<file path="src/tks_defines.svh">
`ifndef TKS_DEFINES_SVH
`define TKS_DEFINES_SVH
`define TKS_CMD_STATUS 8'h37
`define TKS_CMD_SIG_GRP 8'h20
`define TKS_CMD_DELTA_GRP 8'h21
`define TKS_CMD_REF_GRP 8'h22
`define TKS_CMD_INTEG_GRP 8'h25
`define TKS_CMD_ERR_KEY 8'h65
`define TKS_CMD_ERR_GRP 8'h45
`define TKS_CMD_FIRST_KEY 8'h6B
`define TKS_CMD_TOUCH_GRP 8'h4B
`define TKS_CMD_NEG_THR 8'h01
`define TKS_CMD_GET_MODE 8'h67
`define TKS_CMD_PUT_MODE 8'h70
`define TKS_CMD_SCOPE_KEY 8'h73
`define TKS_CMD_SCOPE_ALL 8'h53
`define TKS_CMD_SCOPE_ROW 8'h78
`define TKS_CMD_SCOPE_COL 8'h79
`define TKS_NO_KEY 8'hFF
`define TKS_MORE_BIT 7
`define TKS_ERR_FAIL 0
`define TKS_ERR_RECAL 1
`define TKS_ERR_HIGH 2
`define TKS_ERR_LOW 3
`define TKS_ST_DETECT 0
`define TKS_ST_RECAL 1
`define TKS_ST_ERROR 2
`define TKS_ST_SYNC 3
`define TKS_ST_NVM 4
`define TKS_CAL_TRIES 3'h5
`define TKS_THR_RESET 8'h0A
`endif

</file>
<file path="src/tks_pkg.sv">
package tks_pkg;
    typedef enum logic [1:0] {SCOPE_KEY, SCOPE_ROW, SCOPE_COL, SCOPE_ALL} tks_scope_t;
    typedef struct packed {
        logic valid;
        logic [7:0] data;
    } tks_byte_t;
    typedef struct packed {
        logic syncFail;
        logic nvmMismatch;
    } tks_sys_t;
endpackage : tks_pkg

</file>
<file path="src/tks_cmd.sv">
`timescale 1ns/100ps
`include "tks_defines.svh"
module tks_cmd #(
    parameter int KEYS = 16
) (
    input wire logic clk,
    input wire logic nrst,
    input wire tks_pkg::tks_byte_t rxByte,
    output tks_pkg::tks_byte_t txByte,
    input wire logic [KEYS-1:0] keyDetect,
    input wire logic [KEYS*16-1:0] keySignal,
    input wire logic [KEYS*16-1:0] keyRef,
    input wire logic [KEYS*8-1:0] keyInteg,
    input wire logic [KEYS-1:0] calFailPulse,
    input wire logic [KEYS-1:0] calDonePulse,
    input wire logic [KEYS-1:0] calStartPulse,
    input wire logic [15:0] refUpper,
    input wire logic [15:0] refLower,
    input wire tks_pkg::tks_sys_t sysStatus,
    output logic nvmWrite,
    output logic [3:0] nvmKey,
    output logic [7:0] nvmData,
    output logic [KEYS*8-1:0] negThr
);
    tks_pkg::tks_scope_t scope_reg;
    logic [3:0] keySel_reg;
    logic [1:0] lineSel_reg;
    logic putMode_reg;
    logic argWait_reg;
    logic [7:0] argCmd_reg;
    logic [7:0] cmd_reg;
    logic [5:0] idx_reg;
    logic [5:0] len_reg;
    logic busy_reg;
    logic [KEYS-1:0] recal_reg;
    logic [KEYS-1:0] fail_reg;
    logic [2:0] tries_reg [KEYS];
    logic [3:0] errByte [KEYS];
    logic [KEYS-1:0] errAny;
    logic [3:0] firstKey_reg;
    logic [7:0] snapThr;
    logic [7:0] replyByte;
    logic [3:0] grpKey;
    logic [3:0] grpBits;
    logic [7:0] statusByte;
    logic [7:0] firstByte;

    genvar g;
    generate
        for (g = 0; g < KEYS; g++) begin : gKey
            always_ff @(posedge clk or negedge nrst) begin
                if (!nrst) begin
                    recal_reg[g] <= 1'b0;
                    fail_reg[g] <= 1'b0;
                    tries_reg[g] <= 3'h0;
                end else if (calStartPulse[g]) begin
                    recal_reg[g] <= 1'b1;
                    tries_reg[g] <= 3'h0;
                end else if (recal_reg[g] && calDonePulse[g]) begin
                    recal_reg[g] <= 1'b0;
                    fail_reg[g] <= 1'b0;
                end else if (recal_reg[g] && calFailPulse[g]) begin
                    if (tries_reg[g] == `TKS_CAL_TRIES - 3'h1) begin
                        recal_reg[g] <= 1'b0;
                        fail_reg[g] <= 1'b1;
                    end else begin
                        tries_reg[g] <= tries_reg[g] + 3'h1;
                    end
                end
            end
            always_comb begin
                errByte[g][`TKS_ERR_FAIL] = fail_reg[g];
                errByte[g][`TKS_ERR_RECAL] = recal_reg[g];
                errByte[g][`TKS_ERR_HIGH] = !recal_reg[g]
                    && keyRef[g*16 +: 16] > refUpper;
                errByte[g][`TKS_ERR_LOW] = !recal_reg[g]
                    && keyRef[g*16 +: 16] < refLower;
                errAny[g] = |errByte[g];
            end
        end
    endgenerate

    // keys are numbered row + 4*column
    function automatic logic [3:0] keyOf(input logic [1:0] row, input logic [1:0] col);
        keyOf = {col, row};
    endfunction : keyOf

    always_comb begin
        statusByte = 8'h00;
        statusByte[`TKS_ST_DETECT] = |keyDetect;
        statusByte[`TKS_ST_RECAL] = |recal_reg;
        statusByte[`TKS_ST_ERROR] = |errAny;
        statusByte[`TKS_ST_SYNC] = sysStatus.syncFail;
        statusByte[`TKS_ST_NVM] = sysStatus.nvmMismatch;
    end

    // Holds the last reported key while it stays active, so replies are stable
    always_ff @(posedge clk or negedge nrst) begin
        if (!nrst) begin
            firstKey_reg <= 4'h0;
        end else if (!keyDetect[firstKey_reg]) begin
            for (int k = KEYS - 1; k >= 0; k--) begin
                if (keyDetect[k]) begin
                    firstKey_reg <= 4'(k);
                end
            end
        end
    end

    always_comb begin
        logic [KEYS-1:0] others;
        others = keyDetect;
        others[firstKey_reg] = 1'b0;
        if (!keyDetect[firstKey_reg]) begin
            firstByte = `TKS_NO_KEY;
        end else begin
            firstByte = {|others, 3'h0, firstKey_reg};
        end
    end

    // round down onto the legal threshold list; values below 04 go up to 04
    always_comb begin
        logic [7:0] v;
        v = rxByte.data;
        if (v >= 8'h40) snapThr = 8'h40;
        else if (v >= 8'h37) snapThr = 8'h37;
        else if (v >= 8'h2D) snapThr = 8'h2D;
        else if (v >= 8'h23) snapThr = 8'h23;
        else if (v >= 8'h1E) snapThr = 8'h1E;
        else if (v >= 8'h19) snapThr = 8'h19;
        else if (v >= 8'h14) snapThr = 8'h14;
        else if (v >= 8'h11) snapThr = 8'h11;
        else if (v >= 8'h0F) snapThr = 8'h0F;
        else if (v >= 8'h0C) snapThr = 8'h0C;
        else if (v >= 8'h0A) snapThr = 8'h0A;
        else if (v >= 8'h08) snapThr = 8'h08;
        else if (v >= 8'h07) snapThr = 8'h07;
        else if (v >= 8'h06) snapThr = 8'h06;
        else if (v >= 8'h05) snapThr = 8'h05;
        else snapThr = 8'h04;
    end

    // Group replies: which key the current index addresses
    always_comb begin
        logic [5:0] k;
        k = (cmd_reg == `TKS_CMD_SIG_GRP || cmd_reg == `TKS_CMD_REF_GRP) ? idx_reg >> 1 : idx_reg;
        unique case (scope_reg)
            tks_pkg::SCOPE_ROW: grpKey = keyOf(lineSel_reg, k[1:0]);
            tks_pkg::SCOPE_COL: grpKey = keyOf(k[1:0], lineSel_reg);
            default: grpKey = k[3:0];
        endcase
    end

    function automatic logic [3:0] bitsOf(input logic [KEYS-1:0] v, input tks_pkg::tks_scope_t s,
                                          input logic [1:0] line, input logic [1:0] n,
                                          input logic [3:0] key);
        logic [3:0] r;
        r = 4'h0;
        for (int i = 0; i < 4; i++) begin
            unique case (s)
                tks_pkg::SCOPE_ROW: r[i] = v[keyOf(line, 2'(i))];
                tks_pkg::SCOPE_COL: r[i] = v[keyOf(2'(i), line)];
                tks_pkg::SCOPE_ALL: r[i] = v[{n, 2'(i)}];
                tks_pkg::SCOPE_KEY: r[i] = (i == 0) ? v[key] : 1'b0;
            endcase
        end
        bitsOf = r;
    endfunction : bitsOf

    always_comb begin
        logic [15:0] d;
        d = keyRef[grpKey*16 +: 16] - keySignal[grpKey*16 +: 16];
        grpBits = 4'h0;
        replyByte = 8'h00;
        unique case (cmd_reg)
            `TKS_CMD_SIG_GRP: replyByte = idx_reg[0] ? keySignal[grpKey*16+8 +: 8]
                                                     : keySignal[grpKey*16 +: 8];
            `TKS_CMD_REF_GRP: replyByte = idx_reg[0] ? keyRef[grpKey*16+8 +: 8]
                                                     : keyRef[grpKey*16 +: 8];
            `TKS_CMD_DELTA_GRP: begin
                if (keySignal[grpKey*16 +: 16] > keyRef[grpKey*16 +: 16]) replyByte = 8'h00;
                else if (d > 16'h00FF) replyByte = 8'hFF;
                else replyByte = d[7:0];
            end
            `TKS_CMD_INTEG_GRP: replyByte = keyInteg[grpKey*8 +: 8];
            `TKS_CMD_ERR_GRP: begin
                grpBits = bitsOf(errAny, scope_reg, lineSel_reg, idx_reg[1:0], keySel_reg);
                replyByte = (scope_reg == tks_pkg::SCOPE_KEY) ? {4'h0, errByte[keySel_reg]}
                                                     : {4'h0, grpBits};
            end
            `TKS_CMD_TOUCH_GRP: begin
                grpBits = bitsOf(keyDetect, scope_reg, lineSel_reg, idx_reg[1:0], keySel_reg);
                replyByte = {4'h0, grpBits};
            end
            default: replyByte = 8'h00;
        endcase
    end

    // Command decode and reply sequencing; one reply byte per cycle
    always_ff @(posedge clk or negedge nrst) begin
        if (!nrst) begin
            scope_reg <= tks_pkg::SCOPE_ALL;
            keySel_reg <= 4'h0;
            lineSel_reg <= 2'h0;
            putMode_reg <= 1'b0;
            argWait_reg <= 1'b0;
            argCmd_reg <= 8'h00;
            cmd_reg <= 8'h00;
            idx_reg <= 6'h00;
            len_reg <= 6'h00;
            busy_reg <= 1'b0;
            txByte <= '0;
        end else begin
            txByte.valid <= 1'b0;
            if (busy_reg) begin
                txByte <= '{valid: 1'b1, data: replyByte};
                idx_reg <= idx_reg + 6'h01;
                busy_reg <= (idx_reg + 6'h01 != len_reg);
            end else if (rxByte.valid && argWait_reg) begin
                argWait_reg <= 1'b0;
                txByte <= '{valid: 1'b1, data: argCmd_reg};
                unique case (argCmd_reg)
                    `TKS_CMD_SCOPE_KEY: begin
                        scope_reg <= tks_pkg::SCOPE_KEY;
                        keySel_reg <= rxByte.data[3:0];
                    end
                    `TKS_CMD_SCOPE_ROW: begin
                        scope_reg <= tks_pkg::SCOPE_ROW;
                        lineSel_reg <= rxByte.data[1:0];
                    end
                    `TKS_CMD_SCOPE_COL: begin
                        scope_reg <= tks_pkg::SCOPE_COL;
                        lineSel_reg <= rxByte.data[1:0];
                    end
                    default: ;
                endcase
            end else if (rxByte.valid) begin
                cmd_reg <= rxByte.data;
                idx_reg <= 6'h00;
                unique case (rxByte.data)
                    `TKS_CMD_STATUS: txByte <= '{valid: 1'b1, data: statusByte};
                    `TKS_CMD_ERR_KEY: txByte <= '{valid: 1'b1, data: {4'h0, errByte[keySel_reg]}};
                    `TKS_CMD_FIRST_KEY: txByte <= '{valid: 1'b1, data: firstByte};
                    `TKS_CMD_SIG_GRP, `TKS_CMD_REF_GRP: begin
                        busy_reg <= 1'b1;
                        len_reg <= (scope_reg == tks_pkg::SCOPE_ROW
                            || scope_reg == tks_pkg::SCOPE_COL) ? 6'h08 : 6'h20;
                    end
                    `TKS_CMD_DELTA_GRP, `TKS_CMD_INTEG_GRP: begin
                        busy_reg <= 1'b1;
                        len_reg <= (scope_reg == tks_pkg::SCOPE_ROW
                            || scope_reg == tks_pkg::SCOPE_COL) ? 6'h04 : 6'h10;
                    end
                    `TKS_CMD_ERR_GRP, `TKS_CMD_TOUCH_GRP: begin
                        busy_reg <= 1'b1;
                        len_reg <= (scope_reg == tks_pkg::SCOPE_ALL) ? 6'h04 : 6'h01;
                    end
                    `TKS_CMD_GET_MODE, `TKS_CMD_PUT_MODE: begin
                        putMode_reg <= (rxByte.data == `TKS_CMD_PUT_MODE);
                        txByte <= '{valid: 1'b1, data: rxByte.data};
                    end
                    `TKS_CMD_SCOPE_ALL: begin
                        scope_reg <= tks_pkg::SCOPE_ALL;
                        txByte <= '{valid: 1'b1, data: rxByte.data};
                    end
                    `TKS_CMD_SCOPE_KEY, `TKS_CMD_SCOPE_ROW, `TKS_CMD_SCOPE_COL: begin
                        argWait_reg <= 1'b1;
                        argCmd_reg <= rxByte.data;
                    end
                    `TKS_CMD_NEG_THR: begin
                        if (putMode_reg) begin
                            argWait_reg <= 1'b1;
                            argCmd_reg <= rxByte.data;
                        end else begin
                            txByte <= '{valid: 1'b1, data: negThr[keySel_reg*8 +: 8]};
                        end
                    end
                    default: ;
                endcase
            end
        end
    end

    // threshold store runs beside sensing, live in the same cycle as the echo
    always_ff @(posedge clk or negedge nrst) begin
        if (!nrst) begin
            negThr <= {KEYS{`TKS_THR_RESET}};
            nvmWrite <= 1'b0;
            nvmKey <= 4'h0;
            nvmData <= 8'h00;
        end else begin
            nvmWrite <= 1'b0;
            if (!busy_reg && rxByte.valid && argWait_reg && argCmd_reg == `TKS_CMD_NEG_THR) begin
                nvmWrite <= 1'b1;
                nvmKey <= keySel_reg;
                nvmData <= snapThr;
                for (int k = 0; k < KEYS; k++) begin
                    if ((scope_reg == tks_pkg::SCOPE_ALL)
                        || (scope_reg == tks_pkg::SCOPE_KEY && 4'(k) == keySel_reg)
                        || (scope_reg == tks_pkg::SCOPE_ROW && 2'(k) == lineSel_reg)
                        || (scope_reg == tks_pkg::SCOPE_COL && 2'(k >> 2) == lineSel_reg)) begin
                        negThr[k*8 +: 8] <= snapThr;
                    end
                end
            end
        end
    end

    property p_status_zero;
        @(posedge clk) disable iff (!nrst)
        statusByte[7:5] == 3'h0 && statusByte[`TKS_ST_ERROR] == |errAny;
    endproperty
    a_status_zero: assert property (p_status_zero) else $error("status upper bits");

    property p_recal_clear;
        @(posedge clk) disable iff (!nrst)
        recal_reg[0] |-> errByte[0][3:2] == 2'h0;
    endproperty
    a_recal_clear: assert property (p_recal_clear) else $error("flags during recal");

    property p_no_key;
        @(posedge clk) disable iff (!nrst)
        keyDetect == '0 |-> firstByte == `TKS_NO_KEY;
    endproperty
    a_no_key: assert property (p_no_key) else $error("no key not FF");

    property p_first_valid;
        @(posedge clk) disable iff (!nrst)
        firstByte != `TKS_NO_KEY |-> keyDetect[firstByte[3:0]];
    endproperty
    a_first_valid: assert property (p_first_valid) else $error("first key inactive");

    property p_scope_reset;
        @(posedge clk) $rose(nrst) |-> scope_reg == tks_pkg::SCOPE_ALL;
    endproperty
    a_scope_reset: assert property (p_scope_reset) else $error("scope not all");

    property p_group_len;
        @(posedge clk) disable iff (!nrst)
        rxByte.valid && !busy_reg && !argWait_reg && rxByte.data == `TKS_CMD_SIG_GRP
            && scope_reg == tks_pkg::SCOPE_ALL
            |=> busy_reg ##31 (busy_reg && idx_reg == 6'h1F) ##1 !busy_reg;
    endproperty
    a_group_len: assert property (p_group_len) else $error("signal reply length");

    property p_fail_after;
        @(posedge clk) disable iff (!nrst)
        $rose(fail_reg[0]) |-> $past(tries_reg[0]) == `TKS_CAL_TRIES - 3'h1;
    endproperty
    a_fail_after: assert property (p_fail_after) else $error("fail flag early");

    property p_thr_legal;
        @(posedge clk) disable iff (!nrst)
        nvmWrite |-> nvmData >= 8'h04 && nvmData <= 8'h40 && nvmData <= $past(rxByte.data);
    endproperty
    a_thr_legal: assert property (p_thr_legal) else $error("threshold out of range");
endmodule : tks_cmd

</file>
<file path="config.mk">
export PLATFORM = sky130hd
export DESIGN_NAME = tks_cmd
export DESIGN_NICKNAME = d
export VERILOG_FILES = /design/src/tks_pkg.sv /design/src/tks_cmd.sv
export VERILOG_INCLUDE_DIRS = /design/src
export SDC_FILE = /design/constraint.sdc
export NUM_CORES = 2
export LEC_CHECK = 0
export ABC_CLOCK_PERIOD_IN_PS = 9450
export BUFFER_PORTS_ARGS = -buffer_cell sky130_fd_sc_hd__buf_2
export CAP_MARGIN = 20
export CORE_AREA = 2 2 346 348
export DETAILED_ROUTE_END_ITERATION = 12
export DIE_AREA = 0 0 348 350
export PLACE_DENSITY = 0.52
export SYNTH_ARGS = -nofsm -noshare
export SYNTH_HDL_FRONTEND = slang
export SYNTH_SLANG_ARGS = --single-unit
</file>
<file path="constraint.sdc">
create_clock -name clk -period 9.45 [get_ports clk]
set_clock_uncertainty 0.05 [all_clocks]
set_input_delay 1.89 -clock clk [delete_from_list [all_inputs] [get_ports clk]]
set_output_delay 1.89 -clock clk [all_outputs]
set_load 0.05 [all_outputs]
</file>
======== Yosys cells after proc, flatten, opt, wreduce, memory -nomap -nowiden ========
Index checks and enable logic that the tools add are counted.
storage, ports and cells
  register bits after elaboration ......... 273
  input port bits ......................... 749
  output and inout bits ................... 150
operators by class
  add/subtract/negate cells ............... 19
  $lt $le $gt $ge ......................... 65
  eq/ne operators ......................... 101
  shift operators ......................... 8
  muxes and demuxes ....................... 308
  bitwise gates (word level) .............. 22
  reductions and logical operators ........ 355
operators by type and width
  kind                                                 count
  indexed part select 256 x 9 -> 16 bit                2
  indexed part select 256 x 9 -> 8 bit                 2
  greater-than comparator 16 bit                       17
  < comparator 16 bit                                  16
  indexed part select 128 x 8 -> 8 bit                 2
  indexed part select 256 x 10 -> 8 bit                1
  indexed part select 256 x 33 -> 8 bit                1
  2-to-1 mux 3 bit                                     65
  2-to-1 mux 1 bit                                     148
  equality test 8 x 7 -> 1 bit, second input constant  15
  AND reduction 3 bit                                  36
  nonzero test 3 bit                                   35
  nonzero test 2 bit                                   52
  2-to-1 mux 4 bit                                     24
  logical AND 1 bit                                    93
  equality test 8 x 6 -> 1 bit, second input constant  9
  inequality test 2 bit, second input constant         34
  AND reduction 2 bit                                  34
  OR reduction 4 bit                                   16
  OR reduction 64 bit                                  1
  < comparator 4 x 5 -> 1 bit, second input constant   12
  logical OR 1 bit                                     50
  adder 3 x 1 -> 3 bit, second input constant          16
  binary-select mux 1 bit (select 2 bit)               24
  60 further kinds                                     173

======== Logic depth before layout (Yosys ltp) ========
  word-level depth ........................ 16
  depth in mapped cells ................... 29
  mapped depth without buffers ............ 23

======== Least setup slack after synthesis ========
OpenSTA, ideal clock, no wires.
  kind .................................... register to register
  start ................................... reg scope_reg[0]
  end ..................................... reg txByte[2] in the netlist's numbering
  setup time .............................. 0.130 ns
  data arrival time ....................... 5.949 ns
  slack ................................... 3.321 ns
  stages on the path, launching flop included .. 27
  period minus slack after synthesis ...... 6.129 ns
  cells stage by stage .................... dfstp_2 > inv_1 > ha_1 > clkbuf_1 > nand2b_1 > nand4_1 > nand3_1 > buf_2 > buf_2 > buf_1 > buf_1 > buf_1 > a311oi_1 > o31ai_1 > ha_1 > inv_1 > fa_1 > a211oi_1 > o21ai_0 > o211a_1 > nand4_1 > mux2_2 > a2111oi_0 > nand3_1 > o21a_1 > o41ai_1 > a21oi_1
between the ends
  word-level cells in the longest chain between the ends .. 9
  elaborated cells on any way between the ends .. 25
  those cells by class .................... 2 x add/sub; 2 x order compare; 3 x eq/ne; 7 x shift; 10 x mux; 1 x reduce/logical
ends and longest elaborated chain
  what                                                                        RTL line                        source
  start: declaration                                                          tks_cmd.sv:25                   tks_pkg::tks_scope_t scope_reg;
  start signal: assignment                                                    tks_cmd.sv:202                  scope_reg <= tks_pkg::SCOPE_ALL;
  start signal: assignment                                                    tks_cmd.sv:224                  scope_reg <= tks_pkg::SCOPE_KEY;
  start signal: assignment                                                    tks_cmd.sv:228                  scope_reg <= tks_pkg::SCOPE_ROW;
  equality test 2 bit / equality test 2 x 1 -> 1 bit (equally long branches)  tks_cmd.sv:147, tks_cmd.sv:160
  one-hot mux 4 bit (2 select lines)                                          tks_cmd.sv:147                  unique case (scope_reg)
  indexed part select 256 x 9 -> 16 bit                                       tks_cmd.sv:172, tks_cmd.sv:181
  subtractor 16 bit                                                           tks_cmd.sv:172                  d = keyRef[grpKey*16 +: 16] - keySignal[grpKey*16 +: 16];
  greater-than comparator 16 x 8 -> 1 bit                                     tks_cmd.sv:182                  else if (d > 16'h00FF) replyByte = 8'hFF;
  2-to-1 mux 8 bit                                                            tks_cmd.sv:182
  2-to-1 mux 8 bit                                                            tks_cmd.sv:181                  if (keySignal[grpKey*16 +: 16] > keyRef[grpKey*16 +: 16]) replyByte = 8'h00;
  one-hot mux 8 bit (6 select lines) *                                        tks_cmd.sv:175                  unique case (cmd_reg)
  2-to-1 mux 9 bit *                                                          tks_cmd.sv:215                  if (busy_reg) begin
  end signal: assignment                                                      tks_cmd.sv:216                  txByte <= '{valid: 1'b1, data: replyByte};
  end signal: assignment                                                      tks_cmd.sv:221                  txByte <= '{valid: 1'b1, data: argCmd_reg};
  end signal: assignment                                                      tks_cmd.sv:241                  `TKS_CMD_STATUS: txByte <= '{valid: 1'b1, data: statusByte};
  end: declaration                                                            tks_cmd.sv:9                    output tks_pkg::tks_byte_t txByte,
Every way passes the cells marked *; elsewhere a longest branch is shown, timed or not.
A chain may end at the register's enable or synchronous reset.

======== Worst setup path after layout ========
Same ends and word-level chain as after synthesis.

==> key figures <==
Floorplan
  • FP Rows: 126
  • Chip height: 350 microns
  • IO Pins: 899
  • Die width: 348 microns
  • Die area: 122,000 sq um
  • Core footprint: 118,000 sq um
  • Starting density of the core: 31.6%

Synth
  • Post-Synth XOR/XNOR Area: 1.13%
  • EDFF count, synth: 0
  • Multiplexer area fraction after synthesis: 12.8%
  • Post-Syn Area per Cell: 7.81 sq um
  • Largest family of logic cells by synthesized area: simple AND/OR/NAND/NOR gates
  • Cell Area, Synth: 37,200 sq um
  • Top FF cell, synth: dfrtp_1
  • Compound-Gate Fraction of Synth Area: 18.8%
  • Async SR Flop Fraction: 100%
  • Post-synthesis adder-cell area fraction: 18.5%
  • Synth Area in Simple Gates: 26.6%
  • Synthesized flop and latch total: 255
  • Yosys top cell by area: ha_1
  • Syn Inst Count: 4,765
  • Yosys warning count: 0
  • Sequential fraction of the synthesis area: 17.3%
  • Largest cells by area after synthesis: ha_1, dfrtp_1, mux4_2
  • Post-synth top area share: 18.5%
  • Library cells used by synthesis: 93

CTS
  • CTS Root Cell: clkbuf_16
  • PostCTS Resize Cnt: 0
  • CTS tree: done
  • Worst-path clk slew: 0.06 ns
  • CTS Sinks: 255
  • H-Tree Level Count: 1
  • Cts bufs inserted: 31
  • CTS Hold Bufs: 0
  • Insertion delay to the later sink of the worst-skew pair: 0.63 ns
  • # Post-CTS Setup Buffers: 0
  • Longest Clk Path Bufs: 3

Cells and area
  • Largest register FFs: 112
  • Most frequent cells in the layout: nand2_1, buf_2, ha_1
  • Util after Layout: 37.7%
  • Share of cells above drive strength 1: 24.0%
  • Leading cell type in the layout, fill and taps excluded: nand2_1
  • FILL cells: 12,500
  • Final nets: 6,799
  • P&R area growth vs syn: 19.3%

Timing
  • Rel. slew slack: 10.9%
  • Pins Over Slew Limit: 0
  • Period utilisation layout: 79.9%
  • RSZ-0062 raised after global routing: false
  • Peak Freq: 0.132 GHz
  • Setup TNS: 0 ns
  • Slew @ Worst Pin: 1.32 ns
  • Final hold vios: 0
  • Final setup vio count: 0
  • Minimum clock period: 7.55 ns

Global routing
  • Largest net degree at the start of global routing: 117
  • Overall Global Routing Usage: 38.1%
  • Vias in the first global route: 41,500
  • Remaining global-route overflow: 0
  • Antenna violations before repair: 95
  • First-pass GRT wire length: 329,000 microns

Placement
  • Post-DP HPWL: 193,000 microns
  • I/O Buffers: 881
  • Placer Congestion: 1.05

Critical path
  • Data arrival time of the critical path: 7.99 ns
  • CP endpoint kind: register
  • FF-to-FF Start: scope_reg[0]
  • CP Class: register to register
  • CP Max Fanout: 63
  • Critical path launch point: scope_reg[0]
  • Worst Setup Start Kind: register
  • WP data required: 9.89 ns

Routing
  • Via-to-Cell Ratio: 6.39
  • Iter 0 DRT Violations: 6,408
  • First-pass iteration count of the detailed router: 8
  • DR DRC count: 0
  • Routed len/inst: 34.2 microns
  • Vias: 45,400
  • Post-Route WL: 243,000 microns
  • ANT nets after route: 0

Power and ir drop
  • PD cells: 104 nW/um^2
  • Max rail drop VDD: 0.000130 V
  • Leakage: 21.0 nW

Min path
  • Hold WC Path Type: register to register
  • Hold path start: nvmKey[3]

Outcome
  • Status: finished clean

Run
  • Maxcap violations: 0
## report_power, final
group | switching, mW | leakage (nW) | internal (mW) | total, mW
registers | 0.0502 | 3.33 | 1.11 | 1.16
clock network | 0.535 | 0.551 | 0.788 | 1.32
logic | 1.44 | 17.1 | 0.703 | 2.14
## worst paths after layout
kind,to,slack [ns],cells past startpoint
max,txByte[2],1.90,23
min,nvmKey[3],0.43,2
max reg2reg,txByte[2],1.90,23
min reg2reg,nvmKey[3],0.43,2
max in group asynchronous,errByte[41],6.28,3
min in group asynchronous,firstKey_reg[1],1.26,1
## critical path, cell delays in order (launching register included)
cell and delay (ns):
dfstp_2 0.57, inv_1 0.07, ha_1 0.46, nand2b_1 0.36, nand4_1 0.22, and3_4 0.78, buf_4 0.53, nand2_1 0.16
nand3_1 0.11, nand3_1 0.09, a31oi_1 0.41, ha_1 0.25, inv_1 0.05, fa_1 0.42, a211oi_1 0.34, o21ai_0 0.20
o211a_1 0.19, nand4_1 0.10, mux2_2 0.33, a2111oi_0 0.68, nand3_1 0.34, o21a_1 0.27, o41ai_1 0.26, a21oi_1 0.12
## cell families after synthesis
family	count (synthesis)
AO/OA/AOI/OAI	1072
other	1
AND/OR/NAND/NOR	2164
flip-flops	255
XOR/XNOR	48
adder cells (fa/ha/maj)	551
multiplexers	262
buffers and inverters	412
## metal layers
layer	part of all wire [%]	track usage, %	up-vias	wire (microns)
li1	-	-	19300	-
met1	39	48.6	22000	95400
met2	41	55.2	3241	99900
met3	13	14.0	779	31300
met4	6.5	21.8	72	15900
met5	0.21	0	-	499
## final cells by class
| class | count | area (sq um) | area share (%) |
|---|---|---|---|
| inverter | 120 | 450 | 1.01 |
| clock buffer | 41 | 873 | 1.97 |
| antenna | 47 | 118 | 0.265 |
| tap | 1536 | 1920 | 4.33 |
| sequential | 255 | 6430 | 14.5 |
| clock inverter | 17 | 239 | 0.538 |
| multi-input combinational | 4114 | 29100 | 65.6 |
| timing repair buffer | 977 | 5250 | 11.8 |
## synth_stat cells (all sizes together), types with 19 or more instances
cell and count:
nand2 985, ha 550, nand3 485, a21oi 311, nor2 277, o21ai 239, dfrtp 221, buf 167
mux4 165, clkbuf 125, inv 117, nand4 84, nor2b 72, and3 61, a311oi 55, a21o 54
mux2 54, o211ai 53, a211oi 43, mux2i 43, a22o 42, nor4 39, a31oi 34, dfstp 34
nor3 34, a41oi 26, xnor2 26, and4 23, o31ai 22, xor2 22, nand2b 21, o21a 19
## metrics by stage
stage               std cells  setup slack, ns  power [mW]  hold slack [ns]  instance area (sq um)
floorplan                4781             3.32        2.27            0.419                  37300
global placement         6997             2.19        3.23            0.411                  43200
detailed placement       7000             2.16        3.22            0.419                  43200
CTS                      7058             2.13        4.56            0.440                  44300
global route             7080             1.60        4.80            0.462                  44400
finish                   7107             1.90        4.63            0.435                  44400
(Power assumes the default switching activity.)
